## config.mk

```make
export PLATFORM = sky130hd
export DESIGN_NAME = omc_top
export DESIGN_NICKNAME = d
export VERILOG_FILES = /design/src/verilog/omc_twi_slave.v /design/src/verilog/omc_top.v
export VERILOG_INCLUDE_DIRS = /design/src /design/src/verilog
export SDC_FILE = /design/constraint.sdc
export NUM_CORES = 1
export LEC_CHECK = 0
export ABC_AREA = 1
export BUFFER_PORTS_ARGS = -buffer_cell sky130_fd_sc_hd__buf_2
export CAP_MARGIN = 30
export CELL_PAD_IN_SITES_DETAIL_PLACEMENT = 1
export CELL_PAD_IN_SITES_GLOBAL_PLACEMENT = 1
export CORE_MARGIN = 2
export CORE_UTILIZATION = 46
export DETAILED_ROUTE_END_ITERATION = 10
export PLACE_DENSITY_LB_ADDON = 0.1
export SETUP_SLACK_MARGIN = 0.1
export SLEW_MARGIN = 20
export SYNTH_ARGS = -nofsm -noshare
export SYNTH_HDL_FRONTEND = slang
export SYNTH_SLANG_ARGS = --single-unit
```

## constraint.sdc

```tcl
create_clock -name CLK_I -period 5.27 [get_ports CLK_I]
set_input_delay 0.7905 -clock CLK_I [delete_from_list [all_inputs] [get_ports CLK_I]]
set_output_delay 0.7905 -clock CLK_I [all_outputs]
set_load 0.01 [all_outputs]
```

## src/verilog/omc_consts.vh

```
// Constants of the optical module management controller
`ifndef OMC_CONSTS_VH
`define OMC_CONSTS_VH

// ************************************************************
// Timing
// ************************************************************
`define OMC_CLK_HZ        25000000
`define OMC_TOFF_MS       100
`define OMC_TON_MS        100
`define OMC_TOFF_CYC      ((`OMC_CLK_HZ / 1000) * `OMC_TOFF_MS)
`define OMC_TON_CYC       ((`OMC_CLK_HZ / 1000) * `OMC_TON_MS)
`define OMC_LASER_FILT    4

// ************************************************************
// Two-wire addressing
// ************************************************************
`define OMC_DEV_ADDR      7'h50

// ************************************************************
// Memory map
// ************************************************************
`define OMC_ADR_TEMP      8'h00
`define OMC_ADR_BIAS      8'h01
`define OMC_ADR_TXPWR     8'h02
`define OMC_ADR_RXPWR     8'h03
`define OMC_ADR_VCC       8'h04
`define OMC_ADR_ALARM     8'h05
`define OMC_ADR_WARN      8'h06
`define OMC_ADR_STATUS    8'h07
`define OMC_ADR_THR_BASE  8'h10
`define OMC_ADR_THR_TOP   8'h23
`define OMC_ADR_USER_BASE 8'h80

// ************************************************************
// Factory thresholds, channel n in byte n (temp is byte 0)
// ************************************************************
`define OMC_HI_ALARM      40'hf0_f0_f0_f0_f0
`define OMC_LO_ALARM      40'h10_10_10_10_10
`define OMC_HI_WARN       40'he0_e0_e0_e0_e0
`define OMC_LO_WARN       40'h20_20_20_20_20

// ************************************************************
// Reset values
// ************************************************************
`define OMC_FLAGS_RST     5'h00
`define OMC_MON_RST       8'h00

`endif

```

## src/verilog/omc_twi_slave.v

```verilog
// Two-wire serial slave with byte pointer for the management memory
`timescale 1ns/1ps
`include "omc_consts.vh"

module omc_twi_slave
(
  // Clock and reset
  input  wire       clk_i,
  input  wire       rst_i,
  input  wire       clr_i,
  // Synchronised bus levels
  input  wire       scl_i,
  input  wire       sda_i,
  input  wire       active_i,
  // Data line drive
  output reg        sda_oe_o,
  // Memory side
  output reg  [7:0] addr_o,
  input  wire [7:0] rdata_i,
  output reg        rd_stb_o,
  output reg  [7:0] rd_addr_o,
  output reg        wr_stb_o,
  output reg  [7:0] wdata_o
);

  // ************************************************************
  // States
  // ************************************************************
  localparam [2:0] ST_IDLE  = 3'h0;
  localparam [2:0] ST_DEV   = 3'h1;
  localparam [2:0] ST_ACK   = 3'h2;
  localparam [2:0] ST_WADR  = 3'h3;
  localparam [2:0] ST_WDATA = 3'h4;
  localparam [2:0] ST_RDATA = 3'h5;
  localparam [2:0] ST_RACK  = 3'h6;

  reg [2:0] state_r;
  reg [2:0] next_r;
  reg [2:0] cnt_r;
  reg [7:0] sh_r;
  reg       done_r;
  reg       nack_r;
  reg       scl_d_r;
  reg       sda_d_r;

  // Bus events seen on the synchronised levels
  wire scl_rise = scl_i & ~scl_d_r;
  wire scl_fall = ~scl_i & scl_d_r;
  wire start    = scl_i & scl_d_r & sda_d_r & ~sda_i;
  wire stop     = scl_i & scl_d_r & ~sda_d_r & sda_i;
  wire [7:0] sh_in = {sh_r[6:0], sda_i};

  // ************************************************************
  // Protocol engine
  // ************************************************************
  always @(posedge clk_i or posedge rst_i)
  begin
    if (rst_i)
    begin
      state_r   <= ST_IDLE;
      next_r    <= ST_IDLE;
      cnt_r     <= 3'h0;
      sh_r      <= 8'h00;
      done_r    <= 1'b0;
      nack_r    <= 1'b0;
      scl_d_r   <= 1'b1;
      sda_d_r   <= 1'b1;
      sda_oe_o  <= 1'b0;
      addr_o    <= 8'h00;
      rd_stb_o  <= 1'b0;
      rd_addr_o <= 8'h00;
      wr_stb_o  <= 1'b0;
      wdata_o   <= 8'h00;
    end
    else if (clr_i)
    begin
      // Bus state, pointer and strobes reset after power-down release; shift register, read address and write data kept
      state_r   <= ST_IDLE;
      next_r    <= ST_IDLE;
      cnt_r     <= 3'h0;
      done_r    <= 1'b0;
      nack_r    <= 1'b0;
      scl_d_r   <= scl_i;
      sda_d_r   <= sda_i;
      sda_oe_o  <= 1'b0;
      addr_o    <= 8'h00;
      rd_stb_o  <= 1'b0;
      wr_stb_o  <= 1'b0;
    end
    else
    begin
      scl_d_r  <= scl_i;
      sda_d_r  <= sda_i;
      rd_stb_o <= 1'b0;
      wr_stb_o <= 1'b0;
      if (!active_i)
      begin
        // Deselected: no answer, line left alone
        state_r  <= ST_IDLE;
        sda_oe_o <= 1'b0;
      end
      else if (start)
      begin
        state_r  <= ST_DEV;
        cnt_r    <= 3'h0;
        done_r   <= 1'b0;
        sda_oe_o <= 1'b0;
      end
      else if (stop)
      begin
        state_r  <= ST_IDLE;
        sda_oe_o <= 1'b0;
      end
      else if (scl_rise)
      begin
        // Incoming bits taken on the rising clock edge
        case (state_r)
          ST_DEV, ST_WADR, ST_WDATA:
          begin
            sh_r   <= sh_in;
            cnt_r  <= cnt_r + 3'h1;
            done_r <= (cnt_r == 3'h7);
          end
          ST_RACK:
            nack_r <= sda_i;
          default:
            nack_r <= nack_r;
        endcase
      end
      else if (scl_fall)
      begin
        // Outgoing changes made on the falling clock edge
        case (state_r)
          ST_DEV:
            if (done_r)
            begin
              done_r <= 1'b0;
              if (sh_r[7:1] == `OMC_DEV_ADDR)
              begin
                sda_oe_o <= 1'b1;
                state_r  <= ST_ACK;
                next_r   <= sh_r[0] ? ST_RDATA : ST_WADR;
              end
              else
                state_r <= ST_IDLE;
            end
          ST_WADR:
            if (done_r)
            begin
              // Random access: pointer loaded from the host
              done_r   <= 1'b0;
              addr_o   <= sh_r;
              sda_oe_o <= 1'b1;
              state_r  <= ST_ACK;
              next_r   <= ST_WDATA;
            end
          ST_WDATA:
            if (done_r)
            begin
              // Byte written, pointer advances
              done_r   <= 1'b0;
              wr_stb_o <= 1'b1;
              wdata_o  <= sh_r;
              addr_o   <= addr_o + 8'h01;
              sda_oe_o <= 1'b1;
              state_r  <= ST_ACK;
              next_r   <= ST_WDATA;
            end
          ST_ACK:
          begin
            cnt_r <= 3'h0;
            if (next_r == ST_RDATA)
            begin
              sh_r      <= rdata_i;
              sda_oe_o  <= ~rdata_i[7];
              rd_stb_o  <= 1'b1;
              rd_addr_o <= addr_o;
              addr_o    <= addr_o + 8'h01;
            end
            else
              sda_oe_o <= 1'b0;
            state_r <= next_r;
          end
          ST_RDATA:
          begin
            cnt_r <= cnt_r + 3'h1;
            sh_r  <= {sh_r[6:0], 1'b0};
            if (cnt_r == 3'h7)
            begin
              sda_oe_o <= 1'b0;
              state_r  <= ST_RACK;
            end
            else
              sda_oe_o <= ~sh_r[6];
          end
          ST_RACK:
            if (nack_r)
              state_r <= ST_IDLE;
            else
            begin
              // Sequential read of the next byte
              cnt_r     <= 3'h0;
              sh_r      <= rdata_i;
              sda_oe_o  <= ~rdata_i[7];
              rd_stb_o  <= 1'b1;
              rd_addr_o <= addr_o;
              addr_o    <= addr_o + 8'h01;
              state_r   <= ST_RDATA;
            end
          default:
            state_r <= ST_IDLE;
        endcase
      end
    end
  end

endmodule

```

## src/verilog/omc_top.v

```verilog
// Management side of the optical module: pins, monitors, flags, memory
`timescale 1ns/1ps
`include "omc_consts.vh"

module omc_top
#(
  parameter TOFF_CYC   = `OMC_TOFF_CYC,
  parameter TON_CYC    = `OMC_TON_CYC,
  parameter LASER_FILT = `OMC_LASER_FILT,
  parameter USER_DEPTH = 128
)
(
  // Clock and reset
  input  wire       CLK_I,
  input  wire       RESET_I,
  // Host control pins
  input  wire       SELECT_N_I,
  input  wire       LASER_OFF_REQUEST_I,
  input  wire       POWER_DOWN_I,
  // Two-wire bus (clock from host only)
  input  wire       SCL_I,
  input  wire       SDA_I,
  output reg        SDA_O,
  output reg        SDA_OE_O,
  // Host status pins
  output reg        INT_N_O,
  output reg        PRESENT_N_O,
  output reg        RX_SIGNAL_LOST_O,
  // Optical front end
  input  wire       RX_DETECT_I,
  output reg        LASER_EN_O,
  output reg        STANDBY_O,
  // Monitor values from the converter logic
  input  wire [7:0] TEMP_I,
  input  wire [7:0] BIAS_I,
  input  wire [7:0] TX_POWER_I,
  input  wire [7:0] RX_POWER_I,
  input  wire [7:0] VCC_I
);

  // ************************************************************
  // Input synchronisers
  // ************************************************************
  localparam NSYNC = 6;
  wire [NSYNC-1:0] raw_in = {RX_DETECT_I, POWER_DOWN_I, LASER_OFF_REQUEST_I,
                             SELECT_N_I, SDA_I, SCL_I};
  reg  [NSYNC-1:0] sync1_r;
  reg  [NSYNC-1:0] sync2_r;

  genvar gs;
  generate
    for (gs = 0; gs < NSYNC; gs = gs + 1)
    begin : g_sync
      // Two flops per pin, the first read by the second only
      always @(posedge CLK_I or posedge RESET_I)
      begin
        if (RESET_I)
        begin
          sync1_r[gs] <= 1'b1;
          sync2_r[gs] <= 1'b1;
        end
        else
        begin
          sync1_r[gs] <= raw_in[gs];
          sync2_r[gs] <= sync1_r[gs];
        end
      end
    end
  endgenerate

  wire scl_s   = sync2_r[0];
  wire sda_s   = sync2_r[1];
  wire sel_n_s = sync2_r[2];
  wire off_s   = sync2_r[3];
  wire pd_s    = sync2_r[4];
  wire det_s   = sync2_r[5];

  // ************************************************************
  // Power-down and module reset
  // ************************************************************
  reg pd_d_r;
  reg soft_clr_r;

  // Falling edge of power-down gives a one-cycle clear of the slave, monitors and flags
  always @(posedge CLK_I or posedge RESET_I)
  begin
    if (RESET_I)
    begin
      pd_d_r     <= 1'b1;
      soft_clr_r <= 1'b0;
    end
    else
    begin
      pd_d_r     <= pd_s;
      soft_clr_r <= pd_d_r & ~pd_s;
    end
  end

  // ************************************************************
  // Serial slave
  // ************************************************************
  wire [7:0] mem_addr;
  reg  [7:0] mem_rdata;
  wire       rd_stb;
  wire [7:0] rd_addr;
  wire       wr_stb;
  wire [7:0] wdata;
  wire       sda_oe;

  // Works from the local clock alone, no reference clock used
  omc_twi_slave u_slave
  (
    .clk_i     (CLK_I),
    .rst_i     (RESET_I),
    .clr_i     (soft_clr_r),
    .scl_i     (scl_s),
    .sda_i     (sda_s),
    .active_i  (~sel_n_s),
    .sda_oe_o  (sda_oe),
    .addr_o    (mem_addr),
    .rdata_i   (mem_rdata),
    .rd_stb_o  (rd_stb),
    .rd_addr_o (rd_addr),
    .wr_stb_o  (wr_stb),
    .wdata_o   (wdata)
  );

  // ************************************************************
  // Live monitor values
  // ************************************************************
  reg  [39:0] mon_r;
  reg         mon_vld_r;
  wire [39:0] hi_alarm = `OMC_HI_ALARM;
  wire [39:0] lo_alarm = `OMC_LO_ALARM;
  wire [39:0] hi_warn  = `OMC_HI_WARN;
  wire [39:0] lo_warn  = `OMC_LO_WARN;

  // Sampled every cycle, frozen in standby
  // Valid only once a live sample is in: the reset value is out of range
  always @(posedge CLK_I or posedge RESET_I)
  begin
    if (RESET_I)
    begin
      mon_r     <= {5{`OMC_MON_RST}};
      mon_vld_r <= 1'b0;
    end
    else if (soft_clr_r)
    begin
      mon_r     <= {5{`OMC_MON_RST}};
      mon_vld_r <= 1'b0;
    end
    else if (!pd_s)
    begin
      mon_r     <= {VCC_I, RX_POWER_I, TX_POWER_I, BIAS_I, TEMP_I};
      mon_vld_r <= 1'b1;
    end
  end

  // ************************************************************
  // Alarm and warning flags
  // ************************************************************
  wire [4:0] alarm_hit;
  wire [4:0] warn_hit;
  reg  [4:0] alarm_r;
  reg  [4:0] warn_r;

  genvar gc;
  generate
    for (gc = 0; gc < 5; gc = gc + 1)
    begin : g_chan
      // Out of factory range, per channel
      assign alarm_hit[gc] = (mon_r[8*gc +: 8] > hi_alarm[8*gc +: 8]) |
                             (mon_r[8*gc +: 8] < lo_alarm[8*gc +: 8]);
      assign warn_hit[gc]  = (mon_r[8*gc +: 8] > hi_warn[8*gc +: 8]) |
                             (mon_r[8*gc +: 8] < lo_warn[8*gc +: 8]);
    end
  endgenerate

  wire clr_alarm = rd_stb & (rd_addr == `OMC_ADR_ALARM);
  wire clr_warn  = rd_stb & (rd_addr == `OMC_ADR_WARN);

  // Sticky flags, cleared by reading them; a new hit wins
  always @(posedge CLK_I or posedge RESET_I)
  begin
    if (RESET_I)
    begin
      alarm_r <= `OMC_FLAGS_RST;
      warn_r  <= `OMC_FLAGS_RST;
    end
    else if (soft_clr_r)
    begin
      alarm_r <= `OMC_FLAGS_RST;
      warn_r  <= `OMC_FLAGS_RST;
    end
    else
    begin
      alarm_r <= (clr_alarm ? 5'h00 : alarm_r) | (alarm_hit & {5{mon_vld_r}});
      warn_r  <= (clr_warn ? 5'h00 : warn_r) | (warn_hit & {5{mon_vld_r}});
    end
  end

  // ************************************************************
  // Transmitter control
  // ************************************************************
  localparam OFF_LIM = (LASER_FILT < TOFF_CYC) ? LASER_FILT : TOFF_CYC;
  localparam ON_LIM  = (LASER_FILT < TON_CYC) ? LASER_FILT : TON_CYC;
  reg  [31:0] lcnt_r;
  wire        laser_tgt = ~off_s & ~pd_s;
  wire [31:0] lim       = laser_tgt ? ON_LIM : OFF_LIM;

  // Laser follows request after a short filter, far inside 100 ms
  always @(posedge CLK_I or posedge RESET_I)
  begin
    if (RESET_I)
    begin
      LASER_EN_O <= 1'b0;
      lcnt_r     <= 32'h0;
    end
    else if (laser_tgt == LASER_EN_O)
      lcnt_r <= 32'h0;
    else if (lcnt_r + 32'h1 >= lim)
    begin
      LASER_EN_O <= laser_tgt;
      lcnt_r     <= 32'h0;
    end
    else
      lcnt_r <= lcnt_r + 32'h1;
  end

  // ************************************************************
  // Management memory
  // ************************************************************
  reg  [7:0] user_mem [0:USER_DEPTH-1];
  wire [7:0] thr_idx  = mem_addr - `OMC_ADR_THR_BASE;
  wire [2:0] thr_ch   = thr_idx[4:2];
  wire [7:0] user_idx = mem_addr - `OMC_ADR_USER_BASE;
  wire [7:0] status   = {5'h00, STANDBY_O, RX_SIGNAL_LOST_O, LASER_EN_O};

  // Byte read mux, unmapped bytes read zero
  always @*
  begin
    mem_rdata = 8'h00;
    if (mem_addr <= `OMC_ADR_VCC)
      mem_rdata = mon_r[8*mem_addr[2:0] +: 8];
    else if (mem_addr == `OMC_ADR_ALARM)
      mem_rdata = {3'h0, alarm_r};
    else if (mem_addr == `OMC_ADR_WARN)
      mem_rdata = {3'h0, warn_r};
    else if (mem_addr == `OMC_ADR_STATUS)
      mem_rdata = status;
    else if (mem_addr >= `OMC_ADR_THR_BASE && mem_addr <= `OMC_ADR_THR_TOP)
    begin
      case (thr_idx[1:0])
        2'h0:    mem_rdata = hi_alarm[8*thr_ch +: 8];
        2'h1:    mem_rdata = lo_alarm[8*thr_ch +: 8];
        2'h2:    mem_rdata = hi_warn[8*thr_ch +: 8];
        default: mem_rdata = lo_warn[8*thr_ch +: 8];
      endcase
    end
    else if (mem_addr >= `OMC_ADR_USER_BASE)
      mem_rdata = user_mem[user_idx[6:0]];
  end

  // Writes land only in the unprotected user area
  wire [7:0] wr_addr = mem_addr - 8'h01;
  wire [7:0] wr_idx  = wr_addr - `OMC_ADR_USER_BASE;
  always @(posedge CLK_I)
  begin
    if (wr_stb && wr_addr >= `OMC_ADR_USER_BASE)
      user_mem[wr_idx[6:0]] <= wdata;
  end

  // ************************************************************
  // Output pins
  // ************************************************************
  always @(posedge CLK_I or posedge RESET_I)
  begin
    if (RESET_I)
    begin
      SDA_O            <= 1'b0;
      SDA_OE_O         <= 1'b0;
      INT_N_O          <= 1'b1;
      PRESENT_N_O      <= 1'b0;
      RX_SIGNAL_LOST_O <= 1'b1;
      STANDBY_O        <= 1'b1;
    end
    else
    begin
      SDA_O            <= 1'b0;                            // Open drain low
      SDA_OE_O         <= sda_oe & ~sel_n_s;
      INT_N_O          <= ~(|alarm_r | |warn_r);
      PRESENT_N_O      <= 1'b0;
      RX_SIGNAL_LOST_O <= ~det_s;
      STANDBY_O        <= pd_s;
    end
  end

endmodule

```

# ---- Yosys cells after proc, flatten, opt, wreduce, memory -nomap -nowiden
# Memory sizes are Yosys's and may differ from the RTL's.
# Index checks and enable logic that the tools add are counted.
dict set report word_totals {
  register_bits 149
  input_bits 48
  n_memories 1
  output_inout_bits 7
  ram_bits 1024
}
# memory words word_bits read_ports rd_ports_with_merged_regs wr line
set memory_table {}
lappend memory_table {user_mem 128 8 1 0 1 omc_top.v:233} ;# reg [7:0] user_mem [0:USER_DEPTH-1];
dict set report op_classes {
  n_bitwise 43
  shift 5
  n_lt_le_gt_ge 26
  n_addsub 7
  n_mux 115
  reduce_logical 30
  eq_ne 44
}
# operator count
set op_table {}
lappend op_table {{$mux 8} 23}
lappend op_table {{$shiftx 40x7->8 const A} 4}
lappend op_table {{$mux 3} 28}
lappend op_table {{$gt 8x8->1 const B} 10}
lappend op_table {{$mux 40} 2}
lappend op_table {{$mux 32} 2}
lappend op_table {{$pmux 8 s3} 2}
lappend op_table {{$mux 1} 46}
lappend op_table {{$eq 8x3->1 const B} 5}
lappend op_table {{$lt 8x5->1 const B} 5}
lappend op_table {{$lt 8x6->1 const B} 5}
lappend op_table {{$shiftx 40x7->8} 1}
lappend op_table {{$add 32x1->32 const B} 1}
lappend op_table {{$ge 32x3->1 const B} 1}
lappend op_table {{$pmux 8 s4} 1}
lappend op_table {{$reduce_and 9->1} 3}
lappend op_table {{$mux 5} 4}
lappend op_table {{$ne 3x2->1 const B} 6}
lappend op_table {{$ne 6x3->1 const B} 3}
lappend op_table {{$ge 8x8->1 const B} 2}
lappend op_table {{$not 1->1} 16}
lappend op_table {{$pmux 8 s2} 1}
lappend op_table {{$eq 3x3->1 const B} 5}
lappend op_table {{$pmux 3 s5} 1}
lappend op_table {{other kinds (48)} 93}

# ---- Logic depth before layout (Yosys ltp)
dict set report logic_depth {
  word_depth 17
  ltp_mapped 22
  ltp_nobuf 19
}

# ---- Cells and area by module
# From an unflattened synthesis, not the netlist that was laid out.
dict set report hier_totals {
  hier_cells 4494
  hier_area_um2 49914.1
}
# module area_each_um2 n_inst cells_per_inst
set by_module_without_submodules {}
lappend by_module_without_submodules {omc_top 46988.8 1 4093}
lappend by_module_without_submodules {omc_twi_slave 2925.3 1 401}

# ---- Least setup slack after synthesis
# OpenSTA, ideal clock, no wires.
dict set report synth_path {
  kind {register to register}
  startpoint {register u_slave.addr_o[0]}
  endpoint {memory user_mem[104][0] (enable)}
  path_stages_with_launch 16
  arrival_time_ns 2.829
  setup_slack_ns 2.071
  period_less_slack_ns 3.199
  setup_time_ns 0.370
  path_buffers 7
  cell_sequence {dfrtp_1 buf_6 inv_2 buf_6 buf_6 buf_2 buf_4 buf_2 ha_1 or2_2 nand2_1 inv_1 nor2_1 nand2_2 buf_4 nor2_1}
}
dict set report synth_via {
  elab_chain_len 5
}
# element line
set synth_lines {}
lappend synth_lines {{start: declaration} omc_twi_slave.v:18} ;# output reg [7:0] addr_o,
lappend synth_lines {{start signal: assignment} omc_twi_slave.v:152} ;# addr_o <= sh_r;
lappend synth_lines {{start signal: assignment} omc_twi_slave.v:164} ;# addr_o <= addr_o + 8'h01;
lappend synth_lines {{start signal: assignment} omc_twi_slave.v:178} ;# addr_o <= addr_o + 8'h01;
lappend synth_lines {{$sub 8x1->8 (*)} omc_top.v:265} ;# wire [7:0] wr_addr = mem_addr - 8'h01;
lappend synth_lines {{$ge 8x8->1 (no source line)} --}
lappend synth_lines {{$logic_and 1x1->1 (no source line)} --}
lappend synth_lines {{$mux 1} omc_top.v:269} ;# if (wr_stb && wr_addr >= `OMC_ADR_USER_BASE)
lappend synth_lines {{$mux 1 (implied by the code)} omc_top.v:270} ;# user_mem[wr_idx[6:0]] <= wdata;
lappend synth_lines {{end: declaration} omc_top.v:233}
# Mark *: on every way between the ends. The rest lies on a longest branch, timed or not.

# ---- Worst setup path after layout
dict set report layout_path {
  startpoint {register u_slave.addr_o[3]}
  endpoint {memory user_mem[46][6] (enable)}
}
# Same word-level chain as after synthesis.

==> results.sh <==
export IMPL_drt_met1_wl_um=65500
export IMPL_synth_common_cells="1024 x edfxtp_1, 798 x nor2_1, 606 x nand2_1"
export IMPL_synth_top_area_share_pct=63.1
export IMPL_synthArstFlopShare_pct=12.7
export IMPL_grtUsageTotal_pct=27.2
export IMPL_p_leak_nw=17.2
export IMPL_antenna_found_initial=0
export IMPL_end_kind="flop"
export IMPL_drive_above_1_share_pct=8.26
export IMPL_start_kind="flop"
export IMPL_arrival_ns=4.17
export IMPL_worst_slew_pin_slew_ns=0.991
export IMPL_synth_cell_types=49
export IMPL_wl_um=146000
export IMPL_hold_buffers=0
export IMPL_area_growth_pct=11.5
export IMPL_yosysMostFrequentCell="edfxtp_1"
export IMPL_hold_class="in2async"
export IMPL_grt_remaining_overflow=0
export IMPL_numCtsBuffers=131
export IMPL_critPathMaxFanout=17
export IMPL_routed_wl_met2_um=70000
export IMPL_first_pass_iters=6
export IMPL_synthTopCellsByArea="edfxtp_1 63%, dfrtp_1 6.8%, nor2_1 6.1%"
export IMPL_p_per_area_nw_per_um2=444
export IMPL_tritoncts="built"
export IMPL_cts_path_max_buffers=3
export IMPL_synth_top_family_by_area="simple AND/OR/NAND/NOR gates"
export IMPL_dr_wl_met3_um=7360
export IMPL_pin_count=55
export IMPL_worstPathRequired_ns=5.63
export IMPL_swShare_pct=32.2
export IMPL_cts_max_level=4
export IMPL_synth_top_area_cell="edfxtp_1"
export IMPL_via_count=33100
export IMPL_finalNetCount=4343
export IMPL_antenna_cells=0
export IMPL_synth_seq_area_share_pct=70.8
export IMPL_n_fill_cell=10900
export IMPL_drc_errors=0
export IMPL_slew_headroom_pct=33.7
export IMPL_synth_xor_area_share_pct=0.611
export IMPL_final_setup_viol_count=0
export IMPL_top_layer_used="met4"
export IMPL_grt_pass1_vias=34000
export IMPL_rsz0062_at_grt="false"
export IMPL_p_sw_w=0.00778
export IMPL_peakVddDrop_v=0.000282
export IMPL_drtIter0Drc=3007
export IMPL_cts_root_buf="clkbuf_16"
export IMPL_synth_seq_cells=1173
export IMPL_drv_cap=0
export IMPL_die_y_um=330
export IMPL_syn_cell_area_um2=48800
export IMPL_wl_per_cell_um=25.4
export IMPL_yosys_area_share_simple_pct=13.9
export IMPL_max_freq_mhz=263
export IMPL_avgSynthCellArea_um2=11.5
export IMPL_fin_util_pct=51.7
export IMPL_synth_edf_count=1024
export IMPL_rows=119
export IMPL_muxShareOfSynthArea_pct=0
export IMPL_ant_nets=0
export IMPL_clkPwrFrac_pct=36.5
export IMPL_status="completed"
export IMPL_p_comb_share_pct=21.0
export IMPL_grt_pass1_wl_um=220000
export IMPL_synth_compound_area_share_pct=10.4
export IMPL_hpwl_um=87000
export IMPL_critPathKind="reg2reg"
export IMPL_reg2reg_depth=12
export IMPL_post_cts_buffers=0
export IMPL_fin_setup_tns_ns=0
export IMPL_die_area_um2=109000
export IMPL_grt_start_max_net_pins=164
export IMPL_ys_warnings_count=0
export IMPL_vias_per_cell=5.74
export IMPL_synthAdderAreaFrac_pct=0.334
export IMPL_finalMaxSlewViolations=0
export IMPL_clk_latency_ns=0.75
export IMPL_cts_sinks=1173
export IMPL_fin_worst_skew_ns=0.0251
export IMPL_post_route_period_util_pct=72.2
export IMPL_internal_power_w=0.0164
export IMPL_clkTransAtPathRegs_ns=0.06
export IMPL_io_buffers=52
export IMPL_syn_inst=4252
export IMPL_initial_core_util_pct=46.3
export IMPL_period_needed_ns=3.81
export IMPL_synth_ff_type="edfxtp_1"
export IMPL_die_w_um=330
export IMPL_hold_viol_final=0
export IMPL_gp_congestion=0.853
export IMPL_cts_resized=0
export IMPL_core_area_um2=105000
export IMPL_p_seq_share_pct=42.5
cell usage in the layout, fill, tap and decap left out, types with 13 or more instances in the layout:
master     instances
clkinv_2          21
clkinv_1          30
nand4_1           44
nor3_1            25
dfstp_2           17
dfrtp_1          122
a21oi_1          105
nand3_1          142
edfxtp_1        1024
inv_1            173
xor2_1            27
clkbuf_16        134
nand2_1          605
conb_1            32
o22ai_1          187
nor2_1           797
o21ai_1           41
o21ai_0          588
clkbuf_1          21
ha_1              13
buf_4             40
buf_2             52
final timing paths:
kind	slack, ns	start	end
setup reg to reg	1.46	u_slave.addr_o[3]$_DFFE_PP0P_	user_mem[46][6]$_DFFE_PP_
hold / removal	0.11	RESET_I	lcnt_r[4]$_DFF_PP0_
hold reg to reg	0.36	sync1_r[2]$_DFF_PP1_	sel_n_s$_DFF_PP1_
max in group asynchronous	3.96	RESET_I	u_slave.wdata_o[0]$_DFFE_PP0P_
min in group CLK_I	0.15	SELECT_N_I	sync1_r[2]$_DFF_PP1_
setup / recovery	1.46	u_slave.addr_o[3]$_DFFE_PP0P_	user_mem[46][6]$_DFFE_PP_
flip-flops by register name, summed over array words and instances (netlist names), 6 cells and up:
name               flops
user_mem            1024
mon_r                 40
lcnt_r                32
u_slave.addr_o         8
u_slave.rd_addr_o      8
u_slave.sh_r           8
u_slave.wdata_o        8
sync1_r                6
metrics by stage:
stage / hold slack [ns] / power, W / std cells / instance area (µm²) / setup WS [ns]
finish: 0.109 / 0.0242 / 5773 / 54400 / 1.46
floorplan: 0.345 / 0.0136 / 4283 / 48900 / 0.500
CTS: 0.103 / 0.0243 / 5772 / 54400 / 1.45
global placement: 0.345 / 0.0154 / 5536 / 50200 / 1.47
detailed placement: 0.347 / 0.0155 / 5539 / 50300 / 1.45
global route: 0.124 / 0.0251 / 5773 / 54400 / 1.32
final cells by class:
type                            count  area (µm²)  share of cell area (%)
Sequential cell                  1173       34500                    63.5
Clock inverter                     74         609                    1.12
Clock buffer                      159        3490                    6.41
Inverter                          184         711                    1.31
Multi-Input combinational cell   2685       12400                    22.8
Tap cell                         1391        1740                    3.20
Timing Repair Buffer              107         891                    1.64
cells by family after synthesis:
family,Yosys count
AO/OA/AOI/OAI,947
other,1
buffers and inverters,425
AND/OR/NAND/NOR,1659
flip-flops,1173
XOR/XNOR,34
adder cells (fa/ha/maj),13
worst max-delay path, stage by stage (launching register included):
cell     delay, ns
dfrtp_1       0.53
nor2_4        0.21
buf_4         0.29
inv_1         0.13
nor3_4        0.14
nand2_2       0.09
o21ai_1       0.14
nand2_1       0.11
nor2_1        0.12
nand2_1       0.07
inv_2         0.12
nand2_2       0.57
nor2_1        0.90
routing by layer:
layer	global-route usage, %	vias up
met5	0	-
met4	7.81	0
met3	3.67	200
li1	-	15000
met2	44.2	949
met1	38.3	16900
power groups by stage:
stage	clock (W)	combinational, W	sequential (W)
2_1_floorplan	0	0.00324	0.0104
3_3_place_gp	0	0.00495	0.0104
3_5_place_dp	0	0.00500	0.0104
4_1_cts	0.00895	0.00504	0.0103
5_1_grt	0.00927	0.00551	0.0103
6_report	0.00882	0.00507	0.0103
Note: power is estimated with default switching activity, not from simulation.
